$ cat src/rtl/mmu_pkg.sv
// Shared constants, types and helpers for the translation unit
package mmu_pkg;

  // Translation buffer geometry
  localparam int TLB_ENTRIES = 8;
  localparam int TLB_IDX_W   = 3;

  // Address space identifiers
  localparam logic [7:0] ASI_TLB_FIELD  = 8'h06;
  localparam logic [7:0] ASI_USER_INSN  = 8'h08;
  localparam logic [7:0] ASI_SUPER_INSN = 8'h09;
  localparam logic [7:0] ASI_USER_DATA  = 8'h0a;
  localparam logic [7:0] ASI_SUPER_DATA = 8'h0b;

  // Level match codes, top bit is the valid bit
  localparam logic [2:0] LEVEL_NONE   = 3'h0;
  localparam logic [2:0] LEVEL_IDX1   = 3'h4;
  localparam logic [2:0] LEVEL_IDX12  = 3'h6;
  localparam logic [2:0] LEVEL_IDX123 = 3'h7;

  // Entry type codes
  localparam logic [1:0] ET_INVALID  = 2'h0;
  localparam logic [1:0] ET_POINTER  = 2'h1;
  localparam logic [1:0] ET_PAGE     = 2'h2;
  localparam logic [1:0] ET_RESERVED = 2'h3;

  // Table word field positions
  localparam int PPN_HI     = 26;
  localparam int PPN_LO     = 8;
  localparam int CACHE_BIT  = 7;
  localparam int MOD_BIT    = 6;
  localparam int REF_BIT    = 5;
  localparam int PERM_HI    = 4;
  localparam int PERM_LO    = 2;
  localparam int ET_HI      = 1;
  localparam int ET_LO      = 0;
  localparam int PTR_HI     = 26;
  localparam int PTR_LO     = 4;
  localparam int IO_WR_BIT  = 2;
  localparam int IO_VAL_BIT = 1;
  localparam int FIELD_HI   = 26;
  localparam int FIELD_LO   = 2;
  localparam int FIELD_W    = 25;
  localparam int PA_W       = 31;
  localparam int CTX_W      = 6;
  localparam int WORD_SHIFT = 2;
  localparam int PTR_SHIFT  = 8;

  // Register byte offsets
  localparam logic [7:0] REG_CTRL       = 8'h00;
  localparam logic [7:0] REG_CTX_PTR    = 8'h04;
  localparam logic [7:0] REG_CONTEXT    = 8'h08;
  localparam logic [7:0] REG_STATUS     = 8'h0c;
  localparam logic [7:0] REG_FAULT_ADDR = 8'h10;
  localparam int CTRL_ENABLE_BIT = 0;
  localparam int CTRL_FLUSH_BIT  = 1;

  // Fault kinds
  typedef enum logic [1:0] {FAULT_NONE, FAULT_INVALID, FAULT_PROTECT} fault_t;

  // One translation buffer entry
  typedef struct packed {
    logic [19:0]        vtag;
    logic [CTX_W-1:0]   ctx;
    logic               sup;
    logic               mod;
    logic               ioN;
    logic               table_pointer_entry;
    logic [2:0]         level;
    logic [5:0]         prot;
    logic [FIELD_W-1:0] phys;
  } tlb_entry_t;

  // Integer unit request and answer
  typedef struct packed {
    logic [31:0] va;
    logic [7:0]  address_space_identifier;
    logic        write;
    logic [31:0] wdata;
  } iu_req_t;

  typedef struct packed {
    logic [PA_W-1:0] paddr;
    logic [31:0]     rdata;
    logic            fault;
    fault_t          kind;
  } iu_resp_t;

  // Permission code to {ur,uw,ux,sr,sw,sx}
  function automatic logic [5:0] perm_decode(input logic [2:0] code);
    case (code)
      3'h0:    perm_decode = 6'h24;
      3'h1:    perm_decode = 6'h36;
      3'h2:    perm_decode = 6'h2d;
      3'h3:    perm_decode = 6'h3f;
      3'h4:    perm_decode = 6'h09;
      3'h5:    perm_decode = 6'h21;
      3'h6:    perm_decode = 6'h05;
      default: perm_decode = 6'h07;
    endcase
  endfunction

  // Physical address from page number, virtual address and level
  function automatic logic [PA_W-1:0] form_paddr(input logic [18:0] physical_page_number, input logic [31:0] va,
                                                 input logic [1:0] lvl);
    case (lvl)
      2'h0:    form_paddr = va[PA_W-1:0];
      2'h1:    form_paddr = {physical_page_number[18:12], va[23:0]};
      2'h2:    form_paddr = {physical_page_number[18:6], va[17:0]};
      default: form_paddr = {physical_page_number, va[11:0]};
    endcase
  endfunction

endpackage

$ cat src/rtl/tlb_entry_match.sv
// Tag and context compare for one translation buffer entry
`timescale 1ns/1ps
`default_nettype none
module tlb_entry_match (
  // Entry under test
  input  wire mmu_pkg::tlb_entry_t entry,
  // Access
  input  wire logic [31:0]         va,
  input  wire logic [5:0]          ctx,
  input  wire logic                supervisor,
  // Result
  output logic                     hit
);
  logic levelOk;
  logic ctxOk;

  // Index compares as far as the level field asks
  assign levelOk = entry.level[2] && (entry.vtag[19:12] == va[31:24]) &&
                   (!entry.level[1] || entry.vtag[11:6] == va[23:18]) &&
                   (!entry.level[0] || entry.vtag[5:0] == va[17:12]);
  assign ctxOk   = (entry.ctx == ctx) || (entry.sup && supervisor);
  // Only page entries translate
  assign hit     = levelOk && ctxOk && entry.ioN && !entry.table_pointer_entry;
endmodule
`default_nettype wire

$ cat src/rtl/mmu_tlb_tablewalk.sv
// Translation buffer, table walker and register slave
`timescale 1ns/1ps
`default_nettype none
module mmu_tlb_tablewalk (
  // Clock and reset
  input  wire logic              clock,
  input  wire logic              srst,
  // AHB-Lite register slave
  input  wire logic              hsel,
  input  wire logic [31:0]       haddr,
  input  wire logic [1:0]        htrans,
  input  wire logic              hwrite,
  input  wire logic [2:0]        hsize,
  input  wire logic [31:0]       hwdata,
  input  wire logic              hready,
  output logic                   hreadyout,
  output logic                   hresp,
  output logic [31:0]            hrdata,
  // Integer unit requests
  input  wire logic              iuReqValid,
  input  wire mmu_pkg::iu_req_t  iuReq,
  output logic                   iuReqReady,
  output logic                   iuRespValid,
  output mmu_pkg::iu_resp_t      iuResp,
  // Table fetches from main memory
  output logic                   memReq,
  output logic [30:0]            memAddr,
  input  wire logic              memRdValid,
  input  wire logic [31:0]       memRdData
);
  typedef enum {S_IDLE, S_LOOKUP, S_FETCH, S_DONE} walk_state_t;

  walk_state_t                      state;
  mmu_pkg::tlb_entry_t              tlb [mmu_pkg::TLB_ENTRIES];
  mmu_pkg::iu_req_t                 cur;
  logic [mmu_pkg::TLB_ENTRIES-1:0]  hitVec;
  logic [mmu_pkg::TLB_IDX_W-1:0]    hitIdx;
  logic                             anyHit;
  logic [mmu_pkg::TLB_IDX_W-1:0]    victim;
  logic [mmu_pkg::TLB_IDX_W-1:0]    freeIdx;
  logic                             anyFree;
  logic [mmu_pkg::TLB_IDX_W-1:0]    rrPtr;
  logic [1:0]                       walkLevel;
  logic                             isSuper;
  logic                             isInsn;
  logic                             isField;
  logic [5:0]                       hitProt;
  logic                             permOk;
  logic [1:0]                       fetchType;
  logic [2:0]                       fetchPerm;
  logic                             storePage;
  logic                             walkFault;
  logic [30:0]                      nextTable;
  logic [mmu_pkg::TLB_IDX_W-1:0]    fieldIdx;
  // Register file
  logic                             enable;
  logic [30:0]                      ctxPtr;
  logic [mmu_pkg::CTX_W-1:0]        ctxNum;
  mmu_pkg::fault_t                  lastFault;
  logic [31:0]                      faultAddr;
  // Bus data phase
  logic                             dpWrite;
  logic                             dpRead;
  logic                             dpReadWait;
  logic [7:0]                       dpAddr;
  logic                             flushReq;

  // Access classification from the identifier
  assign isSuper = cur.address_space_identifier[0];
  assign isInsn  = (cur.address_space_identifier == mmu_pkg::ASI_USER_INSN) || (cur.address_space_identifier == mmu_pkg::ASI_SUPER_INSN);
  assign isField = (cur.address_space_identifier == mmu_pkg::ASI_TLB_FIELD);
  assign fieldIdx = cur.va[mmu_pkg::TLB_IDX_W+mmu_pkg::WORD_SHIFT-1:mmu_pkg::WORD_SHIFT];

  // Compare every entry in parallel
  genvar gi;
  generate
    for (gi = 0; gi < mmu_pkg::TLB_ENTRIES; gi++) begin : g_match
      tlb_entry_match u_match (
        .entry      (tlb[gi]),
        .va         (cur.va),
        .ctx        (ctxNum),
        .supervisor (isSuper),
        .hit        (hitVec[gi])
      );
    end
  endgenerate

  // Hit index and first free slot
  always_comb begin
    hitIdx  = '0;
    freeIdx = '0;
    anyFree = 1'b0;
    for (int i = mmu_pkg::TLB_ENTRIES - 1; i >= 0; i--) begin
      if (hitVec[i]) begin
        hitIdx = i[mmu_pkg::TLB_IDX_W-1:0];
      end
      if (!tlb[i].level[2]) begin
        freeIdx = i[mmu_pkg::TLB_IDX_W-1:0];
        anyFree = 1'b1;
      end
    end
  end
  assign anyHit = |hitVec;
  assign victim = anyFree ? freeIdx : rrPtr;

  // Protection check of the hit entry
  assign hitProt = tlb[hitIdx].prot;
  always_comb begin
    if (isInsn) begin
      permOk = isSuper ? hitProt[0] : hitProt[3];
    end else if (cur.write) begin
      permOk = isSuper ? hitProt[1] : hitProt[4];
    end else begin
      permOk = isSuper ? hitProt[2] : hitProt[5];
    end
  end

  // Decode of the fetched table word
  assign fetchType = memRdData[mmu_pkg::ET_HI:mmu_pkg::ET_LO];
  assign fetchPerm = memRdData[mmu_pkg::PERM_HI:mmu_pkg::PERM_LO];
  assign storePage = memRdValid && fetchType == mmu_pkg::ET_PAGE && walkLevel != 2'h0;
  assign walkFault = memRdValid && (fetchType == mmu_pkg::ET_INVALID || fetchType == mmu_pkg::ET_RESERVED ||
                     (fetchType == mmu_pkg::ET_POINTER && walkLevel == 2'h3));
  assign nextTable = {memRdData[mmu_pkg::PTR_HI:mmu_pkg::PTR_LO], 8'h00};

  // Request handshake
  assign iuReqReady = (state == S_IDLE);

  // Walk and lookup sequence
  always_ff @(posedge clock) begin
    if (srst) begin
      state     <= S_IDLE;
      walkLevel <= 2'h0;
      memReq    <= 1'b0;
      memAddr   <= '0;
    end else begin
      case (state)
        S_IDLE: begin
          if (iuReqValid) begin
            state <= S_LOOKUP;
          end
        end
        S_LOOKUP: begin
          if (!enable || isField || anyHit) begin
            state <= S_DONE;
          end else begin
            state     <= S_FETCH;
            walkLevel <= 2'h0;
            memReq    <= 1'b1;
            memAddr   <= ctxPtr + {23'h0, ctxNum, 2'h0};
          end
        end
        S_FETCH: begin
          if (memRdValid) begin
            if (fetchType == mmu_pkg::ET_POINTER && walkLevel != 2'h3) begin
              walkLevel <= walkLevel + 2'h1;
              case (walkLevel)
                2'h0:    memAddr <= nextTable | {21'h0, cur.va[31:24], 2'h0};
                2'h1:    memAddr <= nextTable | {23'h0, cur.va[23:18], 2'h0};
                default: memAddr <= nextTable | {23'h0, cur.va[17:12], 2'h0};
              endcase
            end else begin
              memReq <= 1'b0;
              state  <= S_DONE;
            end
          end
        end
        S_DONE: begin
          state <= S_IDLE;
        end
        default: state <= S_IDLE;
      endcase
    end
  end

  // Latch the request under service
  always_ff @(posedge clock) begin
    if (srst) begin
      cur <= '0;
    end else if (iuReqValid && iuReqReady) begin
      cur <= iuReq;
    end
  end

  // Answer to the integer unit
  always_ff @(posedge clock) begin
    if (srst) begin
      iuRespValid <= 1'b0;
      iuResp      <= '0;
    end else begin
      iuRespValid <= 1'b0;
      if (state == S_LOOKUP && (!enable || isField || anyHit)) begin
        iuRespValid  <= 1'b1;
        iuResp.rdata <= isField ? {7'h0, tlb[fieldIdx].phys} : 32'h0;
        iuResp.fault <= enable && !isField && !permOk;
        iuResp.kind  <= (enable && !isField && !permOk) ? mmu_pkg::FAULT_PROTECT : mmu_pkg::FAULT_NONE;
        if (!enable || isField) begin
          iuResp.paddr <= cur.va[mmu_pkg::PA_W-1:0];
        end else begin
          iuResp.paddr <= mmu_pkg::form_paddr(tlb[hitIdx].phys[24:6], cur.va,
                                              {1'b0, tlb[hitIdx].level[1]} + {1'b0, tlb[hitIdx].level[0]} +
                                              2'h1);
        end
      end else if (state == S_FETCH && memRdValid && (walkFault || fetchType == mmu_pkg::ET_PAGE)) begin
        iuRespValid  <= 1'b1;
        iuResp.rdata <= 32'h0;
        if (walkFault) begin
          iuResp.fault <= 1'b1;
          iuResp.kind  <= mmu_pkg::FAULT_INVALID;
          iuResp.paddr <= '0;
        end else begin
          iuResp.fault <= !permCheck(mmu_pkg::perm_decode(fetchPerm));
          iuResp.kind  <= permCheck(mmu_pkg::perm_decode(fetchPerm)) ? mmu_pkg::FAULT_NONE : mmu_pkg::FAULT_PROTECT;
          iuResp.paddr <= mmu_pkg::form_paddr(memRdData[mmu_pkg::PPN_HI:mmu_pkg::PPN_LO], cur.va,
                                              walkLevel);
        end
      end
    end
  end

  // Permission check against a decoded set
  function automatic logic permCheck(input logic [5:0] p);
    if (isInsn) begin
      permCheck = isSuper ? p[0] : p[3];
    end else if (cur.write) begin
      permCheck = isSuper ? p[1] : p[4];
    end else begin
      permCheck = isSuper ? p[2] : p[5];
    end
  endfunction

  // Translation buffer contents; a store in the flush cycle survives
  always_ff @(posedge clock) begin
    if (srst) begin
      for (int i = 0; i < mmu_pkg::TLB_ENTRIES; i++) begin
        tlb[i] <= '0;
      end
      rrPtr <= '0;
    end else begin
      if (flushReq) begin
        for (int i = 0; i < mmu_pkg::TLB_ENTRIES; i++) begin
          tlb[i].level <= mmu_pkg::LEVEL_NONE;
        end
      end
      if (state == S_LOOKUP && isField && cur.write) begin
        tlb[fieldIdx].phys <= cur.wdata[mmu_pkg::FIELD_W-1:0];
      end else if (state == S_LOOKUP && enable && !isField && anyHit && permOk && cur.write && !isInsn) begin
        tlb[hitIdx].mod <= 1'b1;
        tlb[hitIdx].phys[mmu_pkg::MOD_BIT-mmu_pkg::FIELD_LO] <= 1'b1;
      end else if (state == S_FETCH && storePage) begin
        tlb[victim].vtag  <= cur.va[31:12];
        tlb[victim].ctx   <= ctxNum;
        tlb[victim].sup   <= fetchPerm[2] && fetchPerm[1];
        tlb[victim].mod   <= memRdData[mmu_pkg::MOD_BIT] || (cur.write && !isInsn);
        tlb[victim].ioN   <= 1'b1;
        tlb[victim].table_pointer_entry   <= 1'b0;
        tlb[victim].prot  <= mmu_pkg::perm_decode(fetchPerm);
        tlb[victim].phys  <= {memRdData[mmu_pkg::PPN_HI:mmu_pkg::CACHE_BIT],
                              memRdData[mmu_pkg::MOD_BIT] || (cur.write && !isInsn), 1'b1,
                              fetchPerm};
        case (walkLevel)
          2'h1:    tlb[victim].level <= mmu_pkg::LEVEL_IDX1;
          2'h2:    tlb[victim].level <= mmu_pkg::LEVEL_IDX12;
          default: tlb[victim].level <= mmu_pkg::LEVEL_IDX123;
        endcase
        if (!anyFree) begin
          rrPtr <= rrPtr + mmu_pkg::TLB_IDX_W'(1);
        end
      end
    end
  end
  // Fault capture for software
  always_ff @(posedge clock) begin
    if (srst) begin
      lastFault <= mmu_pkg::FAULT_NONE;
      faultAddr <= '0;
    end else if (iuRespValid && iuResp.fault) begin
      lastFault <= iuResp.kind;
      faultAddr <= cur.va;
    end
  end
  // Bus address phase capture
  always_ff @(posedge clock) begin
    if (srst) begin
      dpWrite    <= 1'b0;
      dpRead     <= 1'b0;
      dpReadWait <= 1'b0;
      dpAddr     <= '0;
    end else begin
      if (hready) begin
        dpWrite    <= hsel && htrans[1] && hwrite;
        dpRead     <= hsel && htrans[1] && !hwrite;
        dpReadWait <= hsel && htrans[1] && !hwrite;
        dpAddr     <= haddr[7:0];
      end else begin
        dpReadWait <= 1'b0;
      end
    end
  end

  // One wait state on reads, always OKAY
  assign hreadyout = !dpReadWait;
  assign hresp     = 1'b0;

  // Register writes
  always_ff @(posedge clock) begin
    if (srst) begin
      enable   <= 1'b0;
      ctxPtr   <= '0;
      ctxNum   <= '0;
      flushReq <= 1'b0;
    end else begin
      flushReq <= 1'b0;
      if (dpWrite) begin
        case (dpAddr)
          mmu_pkg::REG_CTRL: begin
            enable   <= hwdata[mmu_pkg::CTRL_ENABLE_BIT];
            flushReq <= hwdata[mmu_pkg::CTRL_FLUSH_BIT];
          end
          mmu_pkg::REG_CTX_PTR: ctxPtr <= {hwdata[30:2], 2'h0};
          mmu_pkg::REG_CONTEXT: ctxNum <= hwdata[mmu_pkg::CTX_W-1:0];
          default: ;
        endcase
      end
    end
  end

  // Register reads during the wait state
  always_ff @(posedge clock) begin
    if (srst) begin
      hrdata <= '0;
    end else if (dpRead && dpReadWait) begin
      case (dpAddr)
        mmu_pkg::REG_CTRL:       hrdata <= {31'h0, enable};
        mmu_pkg::REG_CTX_PTR:    hrdata <= {1'b0, ctxPtr};
        mmu_pkg::REG_CONTEXT:    hrdata <= {26'h0, ctxNum};
        mmu_pkg::REG_STATUS:     hrdata <= {26'h0, rrPtr, lastFault, state == S_FETCH};
        mmu_pkg::REG_FAULT_ADDR: hrdata <= faultAddr;
        default:                 hrdata <= 32'h0;
      endcase
    end
  end

endmodule
`default_nettype wire

$ cat config.mk
export PLATFORM = sky130hd
export DESIGN_NAME = mmu_tlb_tablewalk
export DESIGN_NICKNAME = d
export VERILOG_FILES = /design/src/rtl/mmu_pkg.sv /design/src/rtl/tlb_entry_match.sv /design/src/rtl/mmu_tlb_tablewalk.sv
export SDC_FILE = /design/constraint.sdc
export NUM_CORES = 2
export LEC_CHECK = 0
export BUFFER_PORTS_ARGS = -buffer_cell sky130_fd_sc_hd__buf_4
export CAP_MARGIN = 25
export CORE_MARGIN = 3
export CORE_UTILIZATION = 35
export CTS_CLUSTER_SIZE = 14
export DETAILED_ROUTE_END_ITERATION = 12
export SYNTH_ARGS = -nofsm -noshare
export SYNTH_HDL_FRONTEND = slang
export SYNTH_SLANG_ARGS = --single-unit
export TNS_END_PERCENT = 50
$ cat constraint.sdc
create_clock -name clock -period 10.35 [get_ports clock]
set_clock_uncertainty 0.2 [all_clocks]
set_input_delay 2.07 -clock clock [delete_from_list [all_inputs] [get_ports clock]]
set_output_delay 2.07 -clock clock [all_outputs]
set_load 0.05 [all_outputs]
==> results.md <==
- Warning count from the yosys run: 0
- Clock Power Share: 0.367
- Share of Yosys cell area claimed by the top area cell type: 0.3896
- Vert. Die Dim: 336.5 um
- Net Sw Frac: 0.3205
- Distinct cell type count after synthesis: 90
- Status: finished, final reports clean
- Synth Instances: 3662
- Vias in the first global route: 28.68k
- Row count: 120
- Post-layout min period: 8.043 ns
- Max Freq: 0.1243 GHz
- Hold_buf cts: 0
- Gr ovfl total: 0
- CTS tree: done
- Clk root buf: clkbuf_16
- Final Hold Viols: 0
- Port Buffers: 263
- Final period util: 0.7771
- I/O pins: 315
- CTS Sinks: 776
- Clock latency on the worst-skew pair: 0.67 ns
- GP Congestion: 0.9088
- Clock transition at path regs: 0.05 ns
- Met3 Use GR: 0.04891
- Core area: 107700 um^2
- Routed wire length: 129600 um
- Pre-antenna DRT Iters: 8
- CP max-delay cell: dfxtp_1
- Die area: 113200 um^2
- Synth area leader: edfxtp_1
- Net Sw Power: 2.719 mW
- Critical path class: flop to flop
- Largest net degree at the start of global routing: 185
- Cell leakage power: 15.14 nW
- GR Util met1: 0.2921
- DRC: 0
- Final Max Tran Viols: 0
- Post-synth top flop: edfxtp_1
- DR vias: 29.75k
- Most used cell, CP: buf_4
- Initial antenna violation count: 5
- Die width: 336.5 um
- First-pass GRT wire length: 189000 um
- Max VDD drop: 118.5 uV
- Synth area leaders: edfxtp_1 (39%), dfxtp_1 (15%), nor3_1 (5.6%)
- Crit path cell chain: xnor2_1 -> nand4_1 -> o31ai_1 -> nand4_1 -> a211oi_1 -> o21ba_2 -> buf_4 -> nand2_1 -> a221o_1 -> a2bb2oi_1 -> a21oi_4 -> buf_4 -> o31ai_2 -> nand3_4 -> o21ai_4 -> buf_4
- Critical Path Fanout Max: 49
- Area of the multi-input gates: 16270 um^2
- Setup bufs post-CTS: 0
- Synth Cell Area: 38230 um^2
- Internal: 5.763 mW
- GRT Resource Usage Total: 0.2225
- Fillers: 10.40k
- Rel. slew slack: 0.2512
- Nets: 3973
- PwrDens: 191.0 nW/um^2
- Initial DRC count: 3041
- GR peak layer: met2
- Reg area: 20510 um^2
- Max-cap viol count: 0
- Seq/Total Area, Yosys: 0.5362
- Slew @ Worst Pin: 1.122 ns
- Crit path DAT: 8.13 ns
- CP bufs+invs: 3
- Seq pwr share: 0.425
- Final HPWL DP: 86070 um
- Hold slack final: 0.2505 ns
- Layout cells sized above 1: 0.1759
- RSZ-0062 raised after global routing: no
- Avg WL per Cell: 24.67 um
- Crit-path max cell delay: 1.03 ns
- Logic pwr share: 0.208
- Initial Utilization: 0.3551
- H-tree levels: 3
- Worst Path Required: 10.44 ns
- Crit end category: flop
- #FFs+latches synth: 776
- Syn_area_per_cell: 10.44 um^2
- Post-route ant nets: 0
- Maximum clock path buffer count: 3
- Met2 GRT Util: 0.3611
- Cell family with most CP delay: compound AO/OA/AOI/OAI gates
- Final setup violating endpoints: 0
- CTS Buf Count: 89
- Total Neg Setup Slack: 0 ns
- Post-cts sizing count: 0
- Async set-or-reset flop fraction in the synthesized netlist: 0
- Via density per instance: 5.662
- Hold/Removal Path Class: flop to flop
- P&R area growth vs syn: 16.14%
- CP Launch Type: flop
- Post-synth EDFFs: 496
[through the flow]
stage / worst slack, ns / util / instance area, um^2 / instances / power (mW)
5_1_grt: 1.938 / 0.4124 / 44390 / 5251 / 8.764
4_1_cts: 2.288 / 0.4110 / 44240 / 5245 / 8.487
3_5_place_dp: 2.279 / 0.3844 / 41390 / 5078 / 5.391
6_report: 2.307 / 0.4124 / 44400 / 5254 / 8.482
3_3_place_gp: 2.422 / 0.3829 / 41220 / 5070 / 5.357
2_1_floorplan: 3.187 / - / 38260 / 3671 / 4.751
[power by group through the flow]
stage                     Sequential (mW)  Combinational, mW  Clock (mW)
after floorplan                      3.69               1.06           0
after global placement               3.69               1.67           0
after detailed placement             3.69               1.71           0
after CTS                            3.62               1.71        3.16
after global routing                 3.62               1.88        3.27
final                                3.60               1.77        3.11
[cells in the final DEF, fill, tap and decap left out, types with 32 or more instances in the layout]
master	netlist	routed
xnor2_1	153	153
xor2_1	84	84
nor2_1	157	156
buf_4	24	331
and2_1	33	32
o21ai_0	111	99
nand2_1	494	493
mux2i_1	107	107
nor3_2	76	77
clkbuf_16	0	91
nand2b_1	34	34
nand3_1	60	59
edfxtp_1	496	496
nand4_1	48	48
clkbuf_1	175	32
nor3_1	431	430
mux4_2	50	50
inv_1	35	35
dfxtp_1	280	277
a211oi_1	69	69
a21oi_1	258	256
a22oi_1	34	34
[cell usage after synthesis (5+ instances only)]
| cell | n |
|---|---|
| nand2_1 | 494 |
| and3_1 | 8 |
| nor4_1 | 12 |
| o2111ai_1 | 7 |
| buf_1 | 29 |
| nand4_1 | 48 |
| nor3_2 | 76 |
| a22o_1 | 30 |
| a31oi_1 | 6 |
| o31ai_1 | 29 |
| or3_1 | 7 |
| a211oi_1 | 69 |
| a222oi_1 | 23 |
| xor2_1 | 84 |
| nor2_1 | 157 |
| o21a_1 | 29 |
| buf_2 | 89 |
| dfxtp_1 | 280 |
| a22oi_1 | 34 |
| nor3_1 | 431 |
| a32o_1 | 8 |
| buf_4 | 24 |
| o21ai_0 | 111 |
| clkbuf_1 | 175 |
| mux4_2 | 50 |
| ha_1 | 19 |
| a21oi_1 | 258 |
| or2_2 | 5 |
| edfxtp_1 | 496 |
| nand2b_1 | 34 |
| inv_1 | 35 |
| xnor2_1 | 153 |
| o211ai_1 | 7 |
| a21o_1 | 7 |
| mux2i_1 | 107 |
| mux2_2 | 5 |
| o21ai_1 | 7 |
| nor2b_1 | 21 |
| and4_1 | 8 |
| and2_1 | 33 |
| nand3_1 | 60 |
| buf_6 | 22 |
[path summary, 6_finish.rpt]
kind / from / end / slack (ns) / depth (start not counted)
max: cur[55]$_SDFFE_PP0P_ / tlb[5][45]$_SDFFCE_PN0P_ / 2.31 / 16
min: iuResp[18]$_SDFFE_PP0P_ / iuResp[18]$_SDFFE_PP0P_ / 0.25 / 2
max reg2reg: cur[55]$_SDFFE_PP0P_ / tlb[5][45]$_SDFFCE_PN0P_ / 2.31 / 16
min reg2reg: iuResp[18]$_SDFFE_PP0P_ / iuResp[18]$_SDFFE_PP0P_ / 0.25 / 2
[sequential cells by signal, indices dropped and copies added (netlist names), 2 cells and up, named ones only]
register   count
dpAddr         8
ctxNum         6
ctxPtr        29
cur           66
rrPtr          3
hrdata        32
lastFault      2
iuResp        59
memAddr       29
tlb          496
walkLevel      2
state          2
faultAddr     32
[final cells by class]
class | instances | share of cell area
antenna | 3 | 0.0001691
clock buffer | 136 | 0.05802
clock inverter | 31 | 0.006256
inverter | 36 | 0.003044
multi-input combinational | 2520 | 0.3664
sequential | 776 | 0.4619
tap | 1403 | 0.03954
timing repair buffer | 349 | 0.06468
[per-layer routing]
layer	up-vias	share of wire
met5	-	0.00012
met4	4	0.038
met3	235	0.093
met1	14633	0.40
met2	1319	0.47
li1	13556	-
[tightest hold or removal path, stage by stage, from the launching register on]
cell and delay [ns]:
dfxtp_1 0.32, nand2_1 0.04, o21ai_0 0.05
[logic make-up (layout without fill, tap and decap cells)]
group           Yosys count  after routing  synth area share
compound gates          670            670            0.1134
xor+xnor                237            237           0.05430
fa+ha+maj                20             20          0.006742
buf+inv                 375            552           0.04641
flops                   776            776            0.5362
mux                     163            163           0.05934
other cells               1             13        0.00009810
simple gates           1420           1420            0.1835
Note: power is estimated with default switching activity, not from simulation.
